File: src/rtl/vps_pkg.sv
/*
 Package for the bus power path supervisor: timing figures, window shift
 limits, attach states and the grouped comparator and configuration carriers.
 Assumes a single 50 MHz core clock and that the package is compiled first.
*/
package vps_pkg;

   // Core clock rate in kHz, used to turn milliseconds into cycles.
   localparam int unsigned CLK_KHZ = 50000;

   // Profile change window step and default, in ms.
   localparam int unsigned WIN_STEP_MS = 20;
   localparam int unsigned WIN_DEFAULT_MS = 280;
   localparam logic [3:0] WIN_CODE_DEFAULT = 4'(WIN_DEFAULT_MS / WIN_STEP_MS);

   // Discharge to zero step and default, in ms.
   localparam int unsigned ZERO_STEP_MS = 84;
   localparam int unsigned ZERO_DEFAULT_MS = 168;
   localparam logic [3:0] ZERO_CODE_DEFAULT = 4'(ZERO_DEFAULT_MS / ZERO_STEP_MS);

   // Termination removal interval during fault recovery, in ms.
   localparam int unsigned RECOVER_MS = 30;

   // Cycle counts per step, derived from the rate.
   localparam int unsigned WIN_STEP_CYC = WIN_STEP_MS * CLK_KHZ;
   localparam int unsigned ZERO_STEP_CYC = ZERO_STEP_MS * CLK_KHZ;
   localparam int unsigned RECOVER_CYC = RECOVER_MS * CLK_KHZ;

   // Window limits in percent: fixed base plus shift of one to fifteen.
   localparam logic [4:0] SHIFT_BASE_PCT = 5'h05;
   localparam logic [3:0] SHIFT_MIN = 4'h1;
   localparam logic [3:0] SHIFT_MAX = 4'hF;
   localparam logic [3:0] SHIFT_HIGH_DEFAULT = 4'h5;
   localparam logic [3:0] SHIFT_LOW_DEFAULT = 4'h5;

   // Attach state reported by the attach state machine.
   typedef enum logic [2:0] {
      ATT_UNATTACHED = 3'b000,
      ATT_ATTACH_WAIT = 3'b001,
      ATT_SOURCE = 3'b010,
      ATT_DEBUG_UNORIENTED = 3'b011,
      ATT_DEBUG_ORIENTED = 3'b100
   } vps_attach_t;

   // Supervisor sequencer states.
   typedef enum logic [1:0] {
      SUP_IDLE = 2'b00,
      SUP_ATTACHED = 2'b01,
      SUP_RECOVERY = 2'b10
   } vps_state_t;

   // Comparator results, all active high.
   typedef struct packed {
      logic bus_above_high;
      logic bus_below_low;
      logic bus_above_uvlo;
      logic supply_above_uvlo;
      logic supply_below_ovlo;
      logic overtemp;
      logic pullup_low;
      logic cc_overvoltage;
   } vps_monitor_t;

   // Run-time configuration (NVM default, overwritable by software).
   typedef struct packed {
      logic [3:0] shift_high;
      logic [3:0] shift_low;
      logic [3:0] window_code;
      logic [3:0] zero_code;
      logic supply_undervoltage_check;
      logic supply_overvoltage_check;
      logic bus_window_check_select;
   } vps_config_t;

   // Fault and status flags seen by software.
   typedef struct packed {
      logic overtemperature_flag;
      logic pullup_supply_low_flag;
      logic cc_overvoltage_flag;
      logic bus_window_fault_flag;
      logic supply_low_fault_flag;
      logic supply_high_fault_flag;
      logic power_path_status;
   } vps_flags_t;

endpackage : vps_pkg

File: src/rtl/vps_supervisor.sv
/*
 Bus power path supervisor: checks the bus comparator results against the configured window or UVLO and the supply ones
 against their limits, drives the active-low source power path
 enable as an open-drain pin, sequences internal and external discharge and
 runs the fault recovery entry and exit.
 Assumes all inputs are synchronous to clk_sys and that the analog window
 comparators take their thresholds from the percent outputs of this block.
*/
`timescale 1ns/1ps
module vps_supervisor
   import vps_pkg::*;
#(
   parameter int unsigned WIN_STEP = WIN_STEP_CYC,
   parameter int unsigned ZERO_STEP = ZERO_STEP_CYC,
   parameter int unsigned RECOVER = RECOVER_CYC
) (
   // Clock and reset.
   input wire logic clk_sys,
   input wire logic rst_n,
   // Attach state machine.
   input wire vps_attach_t attach_state,
   input wire logic profile_change,
   input wire logic profile_lower,
   // Comparator results.
   input wire vps_monitor_t mon,
   // NVM straps and software configuration.
   input wire vps_config_t nvm_cfg,
   input wire logic nvm_discharge_enable,
   input wire logic nvm_discharge_active_high,
   input wire logic sw_write,
   input wire vps_config_t sw_cfg,
   // Window targets for the comparators, in percent of nominal.
   output logic [4:0] window_high_pct,
   output logic [4:0] window_low_pct,
   output logic monitor_armed,
   // Power path enable open-drain pin.
   output logic source_power_path_enable_n_o,
   output logic source_power_path_enable_n_oe,
   // Discharge.
   output logic internal_discharge,
   output logic external_discharge_control,
   // Fault recovery requests to the attach state machine.
   output logic fault_recovery_state,
   output logic cc_termination_off,
   output logic recovery_done,
   // Software-visible flags.
   output vps_flags_t flags
);

   // Current configuration.
   vps_config_t cfg;
   // Sequencer state.
   vps_state_t state_reg;
   vps_state_t state_next;
   // Change window and zero discharge timers.
   logic win_busy;
   logic zero_busy;
   logic win_start;
   logic zero_start;
   // Recovery interval counter.
   logic [31:0] rec_cnt_reg;
   // Discharge mode captured with the current window.
   logic step_down_reg;
   // Latched NVM discharge straps.
   logic dis_en_reg;
   logic dis_pol_reg;
   // Previous attached-state indication for edge detection.
   logic src_prev_reg;
   // Power path has been asserted since attach.
   logic enabled_reg;
   // Combinational conditions.
   logic in_source;
   logic bus_ok;
   logic supply_ok;
   logic hw_fault;
   logic attach_edge;
   logic detach_edge;
   logic window_fault;
   logic supply_fault;
   logic enable_now;
   // Discharge wanted, seen in the same cycle as its cause.
   logic discharge_now;

   ///////////////////////////////////////////////////////////////////////////
   // Helpers.

   // True for the three states in which the power path may be enabled.
   function automatic logic source_state(input vps_attach_t a);
      source_state = (a == ATT_SOURCE) || (a == ATT_DEBUG_UNORIENTED) ||
                     (a == ATT_DEBUG_ORIENTED);
   endfunction : source_state

   // Window limit in percent: fixed base plus the configured outward shift.
   function automatic logic [4:0] limit_pct(input logic [3:0] shift);
      limit_pct = SHIFT_BASE_PCT + {1'b0, shift};
   endfunction : limit_pct

   ///////////////////////////////////////////////////////////////////////////
   // Submodules.

   // Configuration with NVM defaults and software overwrite.
   vps_cfg u_cfg (
      .clk_sys(clk_sys),
      .rst_n(rst_n),
      .nvm_cfg(nvm_cfg),
      .sw_write(sw_write),
      .sw_cfg(sw_cfg),
      .attached(in_source),
      .cfg(cfg)
   );

   // Profile change window timer in 20 ms steps.
   vps_timer #(.STEP_CYC(WIN_STEP)) u_win (
      .clk_sys(clk_sys),
      .rst_n(rst_n),
      .start(win_start),
      .steps(cfg.window_code),
      .busy(win_busy)
   );

   // Discharge to zero timer in 84 ms steps.
   vps_timer #(.STEP_CYC(ZERO_STEP)) u_zero (
      .clk_sys(clk_sys),
      .rst_n(rst_n),
      .start(zero_start),
      .steps(cfg.zero_code),
      .busy(zero_busy)
   );

   ///////////////////////////////////////////////////////////////////////////
   // Condition decode.

   always_comb begin
      in_source = source_state(attach_state);
      attach_edge = in_source && !src_prev_reg;
      detach_edge = !in_source && src_prev_reg && (state_reg == SUP_ATTACHED);
      // Bus condition per selection.
      bus_ok = cfg.bus_window_check_select ?
               (!mon.bus_above_high && !mon.bus_below_low) :
               mon.bus_above_uvlo;
      // Enabled supply checks only.
      supply_ok = (!cfg.supply_undervoltage_check || mon.supply_above_uvlo) &&
                  (!cfg.supply_overvoltage_check || mon.supply_below_ovlo);
      hw_fault = mon.overtemp || mon.pullup_low || mon.cc_overvoltage;
      // Window loss is checked only outside the change window.
      window_fault = (state_reg == SUP_ATTACHED) && !win_busy && !bus_ok;
      // Supply checks guard until the enable is first given.
      supply_fault = (state_reg == SUP_ATTACHED) && !enabled_reg && !win_busy &&
                     !supply_ok;
      // Enable needs attach, bus condition met even during the monitoring mute, no device fault and the enabled supply checks until first given.
      enable_now = (state_reg == SUP_ATTACHED) && in_source && bus_ok &&
                   (enabled_reg || supply_ok) && !hw_fault && !window_fault;
      // Timer starts: attach or profile change retarget the window.
      win_start = (attach_edge && state_reg == SUP_IDLE) ||
                  (profile_change && state_reg == SUP_ATTACHED);
      zero_start = detach_edge ||
                   (state_next == SUP_RECOVERY && state_reg != SUP_RECOVERY);
      // Discharge from the cycle a detach, recovery or step-down is seen.
      discharge_now = dis_en_reg && (zero_start || zero_busy ||
                      (win_busy && step_down_reg) ||
                      (win_start && profile_change && profile_lower));
   end

   ///////////////////////////////////////////////////////////////////////////
   // Sequencer next state.

   always_comb begin
      state_next = state_reg;
      case (state_reg)
         SUP_IDLE: begin
            // A device fault wins over attachment; attach enters attached whatever the bus level.
            if (hw_fault) begin
               state_next = SUP_RECOVERY;
            end else if (attach_edge) begin
               state_next = SUP_ATTACHED;
            end
         end
         SUP_ATTACHED: begin
            if (hw_fault || window_fault || supply_fault) begin
               state_next = SUP_RECOVERY;
            end else if (!in_source) begin
               state_next = SUP_IDLE;
            end
         end
         SUP_RECOVERY: begin
            // Leave after the fixed termination removal interval.
            if (rec_cnt_reg == RECOVER - 1) begin
               state_next = SUP_IDLE;
            end
         end
         default: begin
            state_next = SUP_IDLE;
         end
      endcase
   end

   ///////////////////////////////////////////////////////////////////////////
   // Sequencer state register.

   always_ff @(posedge clk_sys) begin
      if (!rst_n) begin
         state_reg <= SUP_IDLE;
      end else begin
         state_reg <= state_next;
      end
   end

   ///////////////////////////////////////////////////////////////////////////
   // Recovery interval counter on the core clock.

   always_ff @(posedge clk_sys) begin
      if (!rst_n) begin
         rec_cnt_reg <= 32'h0;
      end else if (state_reg == SUP_RECOVERY) begin
         rec_cnt_reg <= rec_cnt_reg + 32'h1;
      end else begin
         rec_cnt_reg <= 32'h0;
      end
   end

   ///////////////////////////////////////////////////////////////////////////
   // Edge tracking, enable history and step direction.

   always_ff @(posedge clk_sys) begin
      if (!rst_n) begin
         src_prev_reg <= 1'b0;
         enabled_reg <= 1'b0;
         step_down_reg <= 1'b0;
      end else begin
         src_prev_reg <= in_source;
         // Remember that the path was enabled; cleared when leaving attach.
         if (state_next != SUP_ATTACHED) begin
            enabled_reg <= 1'b0;
         end else if (enable_now) begin
            enabled_reg <= 1'b1;
         end
         // A step down keeps discharge on for the new window.
         if (win_start) begin
            step_down_reg <= profile_change && profile_lower;
         end
      end
   end

   ///////////////////////////////////////////////////////////////////////////
   // NVM discharge straps caught while idle and detached; no software write path.

   always_ff @(posedge clk_sys) begin
      if (!rst_n) begin
         dis_en_reg <= 1'b1;
         dis_pol_reg <= 1'b0;
      end else if (state_reg == SUP_IDLE && !src_prev_reg && !in_source) begin
         dis_en_reg <= nvm_discharge_enable;
         dis_pol_reg <= nvm_discharge_active_high;
      end
   end

   ///////////////////////////////////////////////////////////////////////////
   // Window targets for the comparators.

   always_ff @(posedge clk_sys) begin
      if (!rst_n) begin
         window_high_pct <= SHIFT_BASE_PCT + {1'b0, SHIFT_HIGH_DEFAULT};
         window_low_pct <= SHIFT_BASE_PCT + {1'b0, SHIFT_LOW_DEFAULT};
         monitor_armed <= 1'b0;
      end else begin
         window_high_pct <= limit_pct(cfg.shift_high);
         window_low_pct <= limit_pct(cfg.shift_low);
         // A retarget in this cycle mutes monitoring at once, not one cycle late.
         monitor_armed <= (state_reg == SUP_ATTACHED) && in_source && !win_busy &&
                          !win_start;
      end
   end

   ///////////////////////////////////////////////////////////////////////////
   // Power path enable pin: drives low only when enabled, else released.

   always_ff @(posedge clk_sys) begin
      if (!rst_n) begin
         source_power_path_enable_n_o <= 1'b1;
         source_power_path_enable_n_oe <= 1'b0;
      end else begin
         source_power_path_enable_n_o <= 1'b0;
         source_power_path_enable_n_oe <= enable_now && (state_next == SUP_ATTACHED);
      end
   end

   ///////////////////////////////////////////////////////////////////////////
   // Discharge outputs: detach, recovery, and a step-down window.

   always_ff @(posedge clk_sys) begin
      if (!rst_n) begin
         internal_discharge <= 1'b0;
         external_discharge_control <= 1'b1;
      end else begin
         internal_discharge <= discharge_now;
         external_discharge_control <= dis_pol_reg ~^ discharge_now;
      end
   end

   ///////////////////////////////////////////////////////////////////////////
   // Recovery outputs to the attach state machine.

   always_ff @(posedge clk_sys) begin
      if (!rst_n) begin
         fault_recovery_state <= 1'b0;
         cc_termination_off <= 1'b0;
         recovery_done <= 1'b0;
      end else begin
         fault_recovery_state <= (state_next == SUP_RECOVERY);
         cc_termination_off <= (state_next == SUP_RECOVERY);
         recovery_done <= (state_reg == SUP_RECOVERY) && (state_next == SUP_IDLE);
      end
   end

   ///////////////////////////////////////////////////////////////////////////
   // Flags: live faults, gated by the check setting for the supply checks.

   always_ff @(posedge clk_sys) begin
      if (!rst_n) begin
         // The released pin reads high through its pull-up.
         flags <= '{power_path_status: 1'b1, default: 1'b0};
      end else begin
         flags.overtemperature_flag <= mon.overtemp;
         flags.pullup_supply_low_flag <= mon.pullup_low;
         flags.cc_overvoltage_flag <= mon.cc_overvoltage;
         flags.bus_window_fault_flag <= window_fault;
         flags.supply_low_fault_flag <= cfg.supply_undervoltage_check &&
                                        !mon.supply_above_uvlo;
         flags.supply_high_fault_flag <= cfg.supply_overvoltage_check &&
                                         !mon.supply_below_ovlo;
         flags.power_path_status <= !(enable_now && (state_next == SUP_ATTACHED));
      end
   end

endmodule : vps_supervisor

File: src/rtl/vps_timer.sv
/*
 Step timer: counts a programmable number of fixed length steps.
 Assumes start is a one-cycle pulse; a new start restarts the count.
*/
`timescale 1ns/1ps
module vps_timer
   import vps_pkg::*;
#(
   parameter int unsigned STEP_CYC = 1000
) (
   // Clock and reset.
   input wire logic clk_sys,
   input wire logic rst_n,
   // Control.
   input wire logic start,
   input wire logic [3:0] steps,
   // Status.
   output logic busy
);

   // Cycle counter within one step.
   logic [31:0] cyc_reg;
   // Steps still to run.
   logic [3:0] left_reg;

   ///////////////////////////////////////////////////////////////////////////
   // Count cycles and steps; a zero step count ends at once.
   always_ff @(posedge clk_sys) begin
      if (!rst_n) begin
         cyc_reg <= 32'h0;
         left_reg <= 4'h0;
         busy <= 1'b0;
      end else if (start) begin
         cyc_reg <= 32'h0;
         left_reg <= steps;
         busy <= (steps != 4'h0);
      end else if (busy) begin
         if (cyc_reg == STEP_CYC - 1) begin
            cyc_reg <= 32'h0;
            left_reg <= left_reg - 4'h1;
            // Last step done.
            if (left_reg == 4'h1) begin
               busy <= 1'b0;
            end
         end else begin
            cyc_reg <= cyc_reg + 32'h1;
         end
      end
   end

endmodule : vps_timer

File: src/rtl/vps_cfg.sv
/*
 Configuration holder: loads NVM defaults while reset is low and accepts
 software writes while attached. Shift values are clamped to their legal span.
 Assumes nvm_cfg is stable and valid whenever reset is low.
*/
`timescale 1ns/1ps
module vps_cfg
   import vps_pkg::*;
(
   // Clock and reset.
   input wire logic clk_sys,
   input wire logic rst_n,
   // Sources.
   input wire vps_config_t nvm_cfg,
   input wire logic sw_write,
   input wire vps_config_t sw_cfg,
   input wire logic attached,
   // Result.
   output vps_config_t cfg
);

   // Keep a shift setting inside one to fifteen percent.
   function automatic logic [3:0] clamp_shift(input logic [3:0] s);
      clamp_shift = (s < SHIFT_MIN) ? SHIFT_MIN : s;
   endfunction : clamp_shift

   // Pass a configuration through the clamps.
   function automatic vps_config_t legal(input vps_config_t c);
      vps_config_t r;
      r = c;
      r.shift_high = clamp_shift(c.shift_high);
      r.shift_low = clamp_shift(c.shift_low);
      legal = r;
   endfunction : legal

   ///////////////////////////////////////////////////////////////////////////
   // Reset copies NVM defaults; software may overwrite while attached.
   always_ff @(posedge clk_sys) begin
      if (!rst_n) begin
         cfg <= legal(nvm_cfg);
      end else if (sw_write && attached) begin
         cfg <= legal(sw_cfg);
      end
   end

endmodule : vps_cfg

File: config.mk
export PLATFORM = sky130hd
export DESIGN_NAME = vps_supervisor
export DESIGN_NICKNAME = d
export VERILOG_FILES = /design/src/rtl/vps_pkg.sv /design/src/rtl/vps_supervisor.sv /design/src/rtl/vps_timer.sv /design/src/rtl/vps_cfg.sv
export SDC_FILE = /design/constraint.sdc
export NUM_CORES = 1
export LEC_CHECK = 0
export BUFFER_PORTS_ARGS = -buffer_cell sky130_fd_sc_hd__buf_2
export CORE_MARGIN = 3
export CORE_UTILIZATION = 43
export CTS_BUF_LIST = sky130_fd_sc_hd__clkbuf_16
export DETAILED_ROUTE_END_ITERATION = 7
export GPL_TIMING_DRIVEN = 0
export PLACE_DENSITY_LB_ADDON = 0.3
export SLEW_MARGIN = 20
export SYNTH_ARGS = -nofsm -noshare
export SYNTH_HDL_FRONTEND = slang
export SYNTH_HIERARCHICAL = 1
export SYNTH_SLANG_ARGS = --single-unit
export TNS_END_PERCENT = 20
File: constraint.sdc
create_clock -name clk_sys -period 5.2 [get_ports clk_sys]
set_input_delay 0.78 -clock clk_sys [delete_from_list [all_inputs] [get_ports clk_sys]]
set_output_delay 0.78 -clock clk_sys [all_outputs]
set_load 0.02 [all_outputs]
# Word-level counts from Yosys, hierarchy flattened
# Index checks and enable logic that the tools add are counted.
# Widths: inputs -> output; s select.
[classes]
n_bitwise = 2
reduce_logical = 76
n_addsub = 7
magnitude_cmp = 4
muxes = 30
n_eq_ne = 15
[op_table]
columns = ["cell", "n"]
rows = [
  ["$add 32x1->32 const B", 3],
  ["$mux 32", 2],
  ["$mux 4", 10],
  ["$mux 19", 2],
  ["$eq 32x20->1 const B", 1],
  ["$eq 32x21->1 const B", 1],
  ["$eq 32x23->1 const B", 1],
  ["$logic_and 1x1->1", 32],
  ["$logic_not 1->1", 16],
  ["$lt 4x1->1 const B", 4],
  ["$logic_or 1x1->1", 14],
  ["$add 3x4->5 const A", 2],
  ["$mux 1", 10],
  ["$mux 2", 5],
  ["$eq 4x1->1 const B", 2],
  ["$reduce_bool 2->1", 4],
  ["$reduce_bool 4->1", 2],
  ["$sub 4x1->4 const B", 2],
  ["$eq 3x2->1 const B", 2],
  ["$pmux 2 s3", 1],
  ["$reduce_and 2->1", 3],
  ["$reduce_or 2->1", 3],
  ["$eq 2x1->1 const B", 2],
  ["$eq 2x2->1 const B", 2],
  ["other kinds (6)", 8],
]
[word_totals]
word_cells = 170
ff_bits = 156
input_bits = 56
out_inout_bits = 25

# Depth between registers and ports, before layout
[logic_depth]
word_depth = 17
mapped_depth = 9
depth_no_buf = 8

# Modules after synthesis
# The synthesis kept the hierarchy.
[modules_own_cells]
columns = ["module", "cells_per_inst", "seq_area_each_um2", "n_inst", "area_per_inst_um2"]
rows = [
  ["vps_supervisor", 293, 1261.2, 1, 2661.3],
  ["vps_timer at u_zero", 225, 740.7, 1, 1946.9],
  ["vps_timer at u_win", 212, 740.7, 1, 1829.3],
  ["vps_cfg", 48, 570.5, 1, 847.1],
]

# Least setup slack after synthesis
# OpenSTA, ideal clock, no wires.
[synth_path]
path_type = "input-to-reg"
from = "input port mon[5] (netlist bit)"
to = "register u_zero.cyc_reg[14]"
arrival_time_ns = 2.443
stages = 9
setup_ns = 0.132
path_buffers = 1
slack_ns = 2.625
required_ns = 5.068
cell_sequence = "nor2b_1 > or3_1 > o311a_1 > a21oi_1 > inv_1 > nand2_1 > a31o_2 > clkbuf_1 > a21oi_1"
[synth_between]
elab_chain_cells = 11
[synth_rtl]
columns = ["item", "line", "text"]
rows = [
  ["start: declaration", "vps_supervisor.sv:25", "input wire vps_monitor_t mon,"],
  ["$mux 1", "vps_supervisor.sv:138", "bus_ok = cfg.bus_window_check_select ?"],
  ["$logic_not 1->1", "vps_supervisor.sv:146", "window_fault = (state_reg == SUP_ATTACHED) && !win_busy && !bus_ok;"],
  ["$logic_and 1x1->1", "vps_supervisor.sv:146", ""],
  ["$logic_or 1x1->1 (2 in a row)", "vps_supervisor.sv:179", "if (hw_fault || window_fault || supply_fault) begin"],
  ["$mux 2", "vps_supervisor.sv:179", ""],
  ["$pmux 2 s3", "vps_supervisor.sv:169", "case (state_reg)"],
  ["$eq 2x2->1", "vps_supervisor.sv:157", "(state_next == SUP_RECOVERY && state_reg != SUP_RECOVERY);"],
  ["$logic_and 1x1->1", "vps_supervisor.sv:157", ""],
  ["$logic_or 1x1->1", "vps_supervisor.sv:156", "zero_start = detach_edge ||"],
  ["via zero_start", "vps_supervisor.sv:59", "logic zero_start;"],
  ["$reduce_or 2->1 (no line)", "-", ""],
  ["end signal: assignment", "vps_timer.sv:46", "cyc_reg <= cyc_reg + 32'h1;"],
  ["end: declaration", "vps_timer.sv:22", "logic [31:0] cyc_reg;"],
]
# The timed path passes the listed nets, and every way through them passes these cells.
# A chain may end at the register's enable or synchronous reset.

# Worst setup path in the final report
[layout_path]
from = "register u_win.busy"
to = "register u_zero.cyc_reg[17]"
[layout_between]
elab_chain_cells = 11
elab_cells_between_ends = 13
cone_classes = "eq/ne: 1; mux: 2; reduce/logical: 10"
[layout_rtl]
columns = ["item", "line", "text"]
rows = [
  ["start: declaration", "vps_timer.sv:18", "output logic busy"],
  ["start signal: assignment", "vps_timer.sv:36", "busy <= (steps != 4'h0);"],
  ["$logic_not 1->1 (*)", "vps_supervisor.sv:146, vps_supervisor.sv:148", ""],
  ["$logic_and 1x1->1 (2 in a row)", "vps_supervisor.sv:146", ""],
  ["$logic_or 1x1->1", "vps_supervisor.sv:179", ""],
  ["$logic_or 1x1->1 (*)", "vps_supervisor.sv:179", ""],
  ["$mux 2 (*)", "vps_supervisor.sv:179", ""],
  ["$pmux 2 s3 (*)", "vps_supervisor.sv:169", ""],
  ["$eq 2x2->1 (*)", "vps_supervisor.sv:157", ""],
  ["$logic_and 1x1->1 (*)", "vps_supervisor.sv:157", ""],
  ["$logic_or 1x1->1 (*)", "vps_supervisor.sv:156", ""],
  ["via zero_start", "vps_supervisor.sv:59", ""],
  ["$reduce_or 2->1 (no line) (*)", "-", ""],
]
# The timed path passes the listed nets; every way through them passes the cells marked *.

==> tab_implementation.tex <==
\begin{tabular}{lr}
\hline
Metric & Value \\
\hline
\multicolumn{2}{l}{\textbf{Timing}} \\
Transition time of the tightest slew-check pin & 0.775 ns \\
Slew Limit Fails & 0 \\
Highest attainable clock frequency & approximately 330 MHz \\
Normalized max-slew margin & between 40\% and 50\% \\
Number of hold violations in the final report & 0 \\
Post-route minimum period & 3.00 ns \\
Final clock skew & between 0.006 and 0.007 ns \\
Setup violators final & 0 \\
RSZ-0062 raised after global routing & false \\
Setup\_tns & 0 ns \\
Share of the clock period used by the worst path & 57.8\% \\
\multicolumn{2}{l}{\textbf{Power and ir drop}} \\
Max VDD drop & 0.216 mV \\
Static leakage & 3.17 nW \\
Power density over cell area & around 330 nW/um\^{}2 \\
Total power & 2.87 mW \\
\multicolumn{2}{l}{\textbf{Place}} \\
Post-placement cell area & 7960 um\^{}2 \\
Number of placed instances, taps included & 1074 \\
Number of port buffers & 80 \\
Sum of net half-perimeters after detailed placement & 10700 um \\
Weighted congestion reported at the end of routability-driven placement & $\sim$0.85 \\
\multicolumn{2}{l}{\textbf{CTS}} \\
Clock insertion delay at the later pin of the skew report & 0.42 ns \\
Post-CTS setup buffer count & 0 \\
Sinks on the clock net & 156 \\
Post\_cts resized & 0 \\
Number of buffers added by the clock tree synthesis step & 17 \\
Number of levels the H-tree was split into & 4 \\
Maximum number of buffers from clock root to sink & 2 \\
Clock root buffer master & sky130\_fd\_sc\_hd\_\_clkbuf\_16 \\
Post-CTS Hold Buffers & 0 \\
CTS tree & built \\
Clock transition time at the flip-flop clock pins of the worst setup and hold paths & 0.06 ns \\
\multicolumn{2}{l}{\textbf{Routing}} \\
Wire length per cell & 13.7 um \\
Via/cell ratio & 5.34 \\
Detail Route Antenna Nets & 0 \\
Drt drc & 0 \\
Via count & $\sim$6000 \\
Aggregate routed wire length & 15200 um \\
Starting DRT DRC Count & 304 \\
Number of detailed-route iterations in the first pass & 5 \\
\multicolumn{2}{l}{\textbf{Setup path}} \\
Critical register-to-register path endpoint & u\_zero/cyc\_reg[17] \\
Category of the worst setup path launch point & flop \\
Reg2reg setup slack & 2.20 ns \\
Crit Path Max Fanout & 12 \\
Startpoint of the worst register-to-register path & u\_win/busy \\
Most repeated library cell on the critical path & sky130\_fd\_sc\_hd\_\_a21oi\_1 \\
Cell type of the slowest stage on the worst timing path & sky130\_fd\_sc\_hd\_\_a21oi\_1 \\
Crit. Startpoint & u\_win/busy \\
Number of cells on the worst reg-to-reg path & 9 \\
Data arrival time of the worst path & 3.29 ns \\
Cell breakdown of the critical path & nand2b\_1 > or3\_1 > o311a\_1 > a21oi\_1 > inv\_1 > nand2\_1 > a31o\_2 > clkbuf\_1 > a21oi\_1 \\
Endpoint kind of the worst setup timing path & flop \\
CP required & around 5.5 ns \\
End of the critical path & u\_zero/cyc\_reg[17] \\
Critical setup path kind & reg2reg \\
CP max stage delay & $\sim$0.56 ns \\
\multicolumn{2}{l}{\textbf{Worst hold path}} \\
Hold path startpoint & rec\_cnt\_reg[0] \\
Worst Hold Class & reg2reg \\
\multicolumn{2}{l}{\textbf{Die}} \\
Number of rows created at floorplan & 46 \\
Chip height & 136 um \\
Placeable core region & 16200 um\^{}2 \\
Starting density of the core & 44.9\% \\
Total die area & 18500 um\^{}2 \\
Die outline width & 136 um \\
Number of top-level pins & 81 \\
\multicolumn{2}{l}{\textbf{Yosys}} \\
Post-Synthesis Cell Area & about 7300 um\^{}2 \\
Post-synth top flop & sky130\_fd\_sc\_hd\_\_dfxtp\_1 \\
Synth Net Count & 843 \\
Post-synthesis cell count & roughly 780 \\
Seq/Total Area, Yosys & 45.5\% \\
Post-Syn Area per Cell & between 9 and 10 um\^{}2 \\
Synthesized flop and latch total & 156 \\
Share of flip-flops with an asynchronous set or reset & 0\% \\
Count of yosys warnings during synthesis & 6 \\
Number of distinct standard cells referenced by the synthesized netlist & 65 \\
Number of enable flip-flop cells after synthesis & 19 \\
\multicolumn{2}{l}{\textbf{Cells and area}} \\
Number of diodes added for antenna fixing & 0 \\
Share of the core filled with cells & between 50\% and 60\% \\
Final std cells w/o fill & 1106 \\
Share of final-layout standard cells stronger than drive strength 1 & 20.2\% \\
Net count of the finished layout & around 940 \\
Area growth from synthesis to layout & 17.9\% \\
Final cell area excluding filler cells & 8590 um\^{}2 \\
\multicolumn{2}{l}{\textbf{GRT}} \\
First-pass GRT wire length & 25700 um \\
Initial antenna violation count & 0 \\
GR Overflow Total & 0 \\
Aggregate global-route resource usage & around 17\% \\
Largest net degree at the start of global routing & 26 \\
Via count of the first global-routing pass & 5447 \\
\multicolumn{2}{l}{\textbf{Job}} \\
Maximum Capacitance Violations & 0 \\
\multicolumn{2}{l}{\textbf{Outcome}} \\
Run status & completed \\
\hline
\end{tabular}
-- cells in the final DEF (no fill, tap or decap), drive strengths merged, types with 7 or more instances in the layout --
cell    instances
edfxtp         19
nand3          40
nor3           18
and2           18
a21oi          48
nand2          50
o21ai          26
nor4           21
or3            25
ha              9
o31ai          14
clkbuf         28
nor4b           7
or4            13
nand4          35
xnor2          24
and3           18
xor2           40
nor2           80
inv            30
buf            99
dfxtp         137
mux2           18
nand2b          8
and4           14
-- routing by layer --
metal / wire, um / vias up / share of wire [%] / track usage (%)
met1: 7360 / 2758 / 49 / 22.3
met3: 579 / 15 / 3.8 / 5.00
met5: 0 / - / 0 / 0
met2: 7060 / 98 / 47 / 27.1
met4: 164 / 0 / 1.1 / 5.10
li1: - / 3033 / - / -
-- how the worst min path moves through the flow --
stage                           endpoint  slack, ns  depth (start not counted)
after floorplan           rec_cnt_reg[0]       0.43                          1
after global placement    rec_cnt_reg[0]       0.44                          1
after detailed placement  rec_cnt_reg[0]       0.45                          1
after CTS                 rec_cnt_reg[0]       0.47                          1
after global routing      rec_cnt_reg[0]       0.48                          1
final                     rec_cnt_reg[0]       0.47                          1
-- critical path: cells and delay by family, from the launching register on --
family	cells	cell delay, ns
compound gates	4	1.03
buf+inv	2	0.63
flops	1	0.42
simple gates	3	0.79
-- report_power, final --
part	internal, mW	leakage, nW	total (mW)	switching [mW]
clock	0.816	0.315	1.33	0.519
sequential	1.27	1.30	1.31	0.0333
combinational	0.0946	1.55	0.226	0.131
-- logic make-up after synthesis --
group                    share of synthesized area (%)
AO/OA/AOI/OAI                                     9.29
XOR/XNOR                                          7.69
adder cells (fa/ha/maj)                           1.55
buffers and inverters                             3.80
flip-flops                                        45.5
multiplexers                                      3.06
AND/OR/NAND/NOR                                   29.1
-- area by class of cell --
type                    count  area [um^2]
plain buffers              30          194
clock buffers              17          425
clock inverters            15          209
fillers                  1493         7640
inverters                  22         82.6
multi-input cells         570         3690
flip-flops and latches    156         3310
well taps                 216          270
repair buffers             80          400
-- through the flow --
step / setup WS (ns) / hold slack, ns
floorplan: 2.63 / 0.426
finish: 2.20 / 0.474
detailed placement: 1.91 / 0.454
CTS: 2.23 / 0.471
global placement: 1.92 / 0.444
global route: 1.92 / 0.481
-- synthesized netlist by cell type (10+ instances only) --
master                     count  area share (%)
sky130_fd_sc_hd__nand3_1      38             2.6
sky130_fd_sc_hd__o31ai_1      14             1.4
sky130_fd_sc_hd__nor4_1       16             1.4
sky130_fd_sc_hd__o21ai_0      26             1.8
sky130_fd_sc_hd__edfxtp_1     19             7.8
sky130_fd_sc_hd__mux2_2       18             2.8
sky130_fd_sc_hd__or4_1        13             1.3
sky130_fd_sc_hd__inv_1        22             1.1
sky130_fd_sc_hd__nand2_1      50             2.6
sky130_fd_sc_hd__nand4_1      29             2.5
sky130_fd_sc_hd__dfxtp_1     137              38
sky130_fd_sc_hd__or3_1        25             2.1
sky130_fd_sc_hd__and3_1       17             1.5
sky130_fd_sc_hd__clkbuf_1     10            0.52
sky130_fd_sc_hd__nor3_1       16             1.1
sky130_fd_sc_hd__a21oi_1      48             3.3
sky130_fd_sc_hd__and2_1       16             1.4
sky130_fd_sc_hd__xnor2_1      24             2.9
sky130_fd_sc_hd__nor2_1       80             4.1
sky130_fd_sc_hd__xor2_1       40             4.8
(Power assumes the default switching activity.)
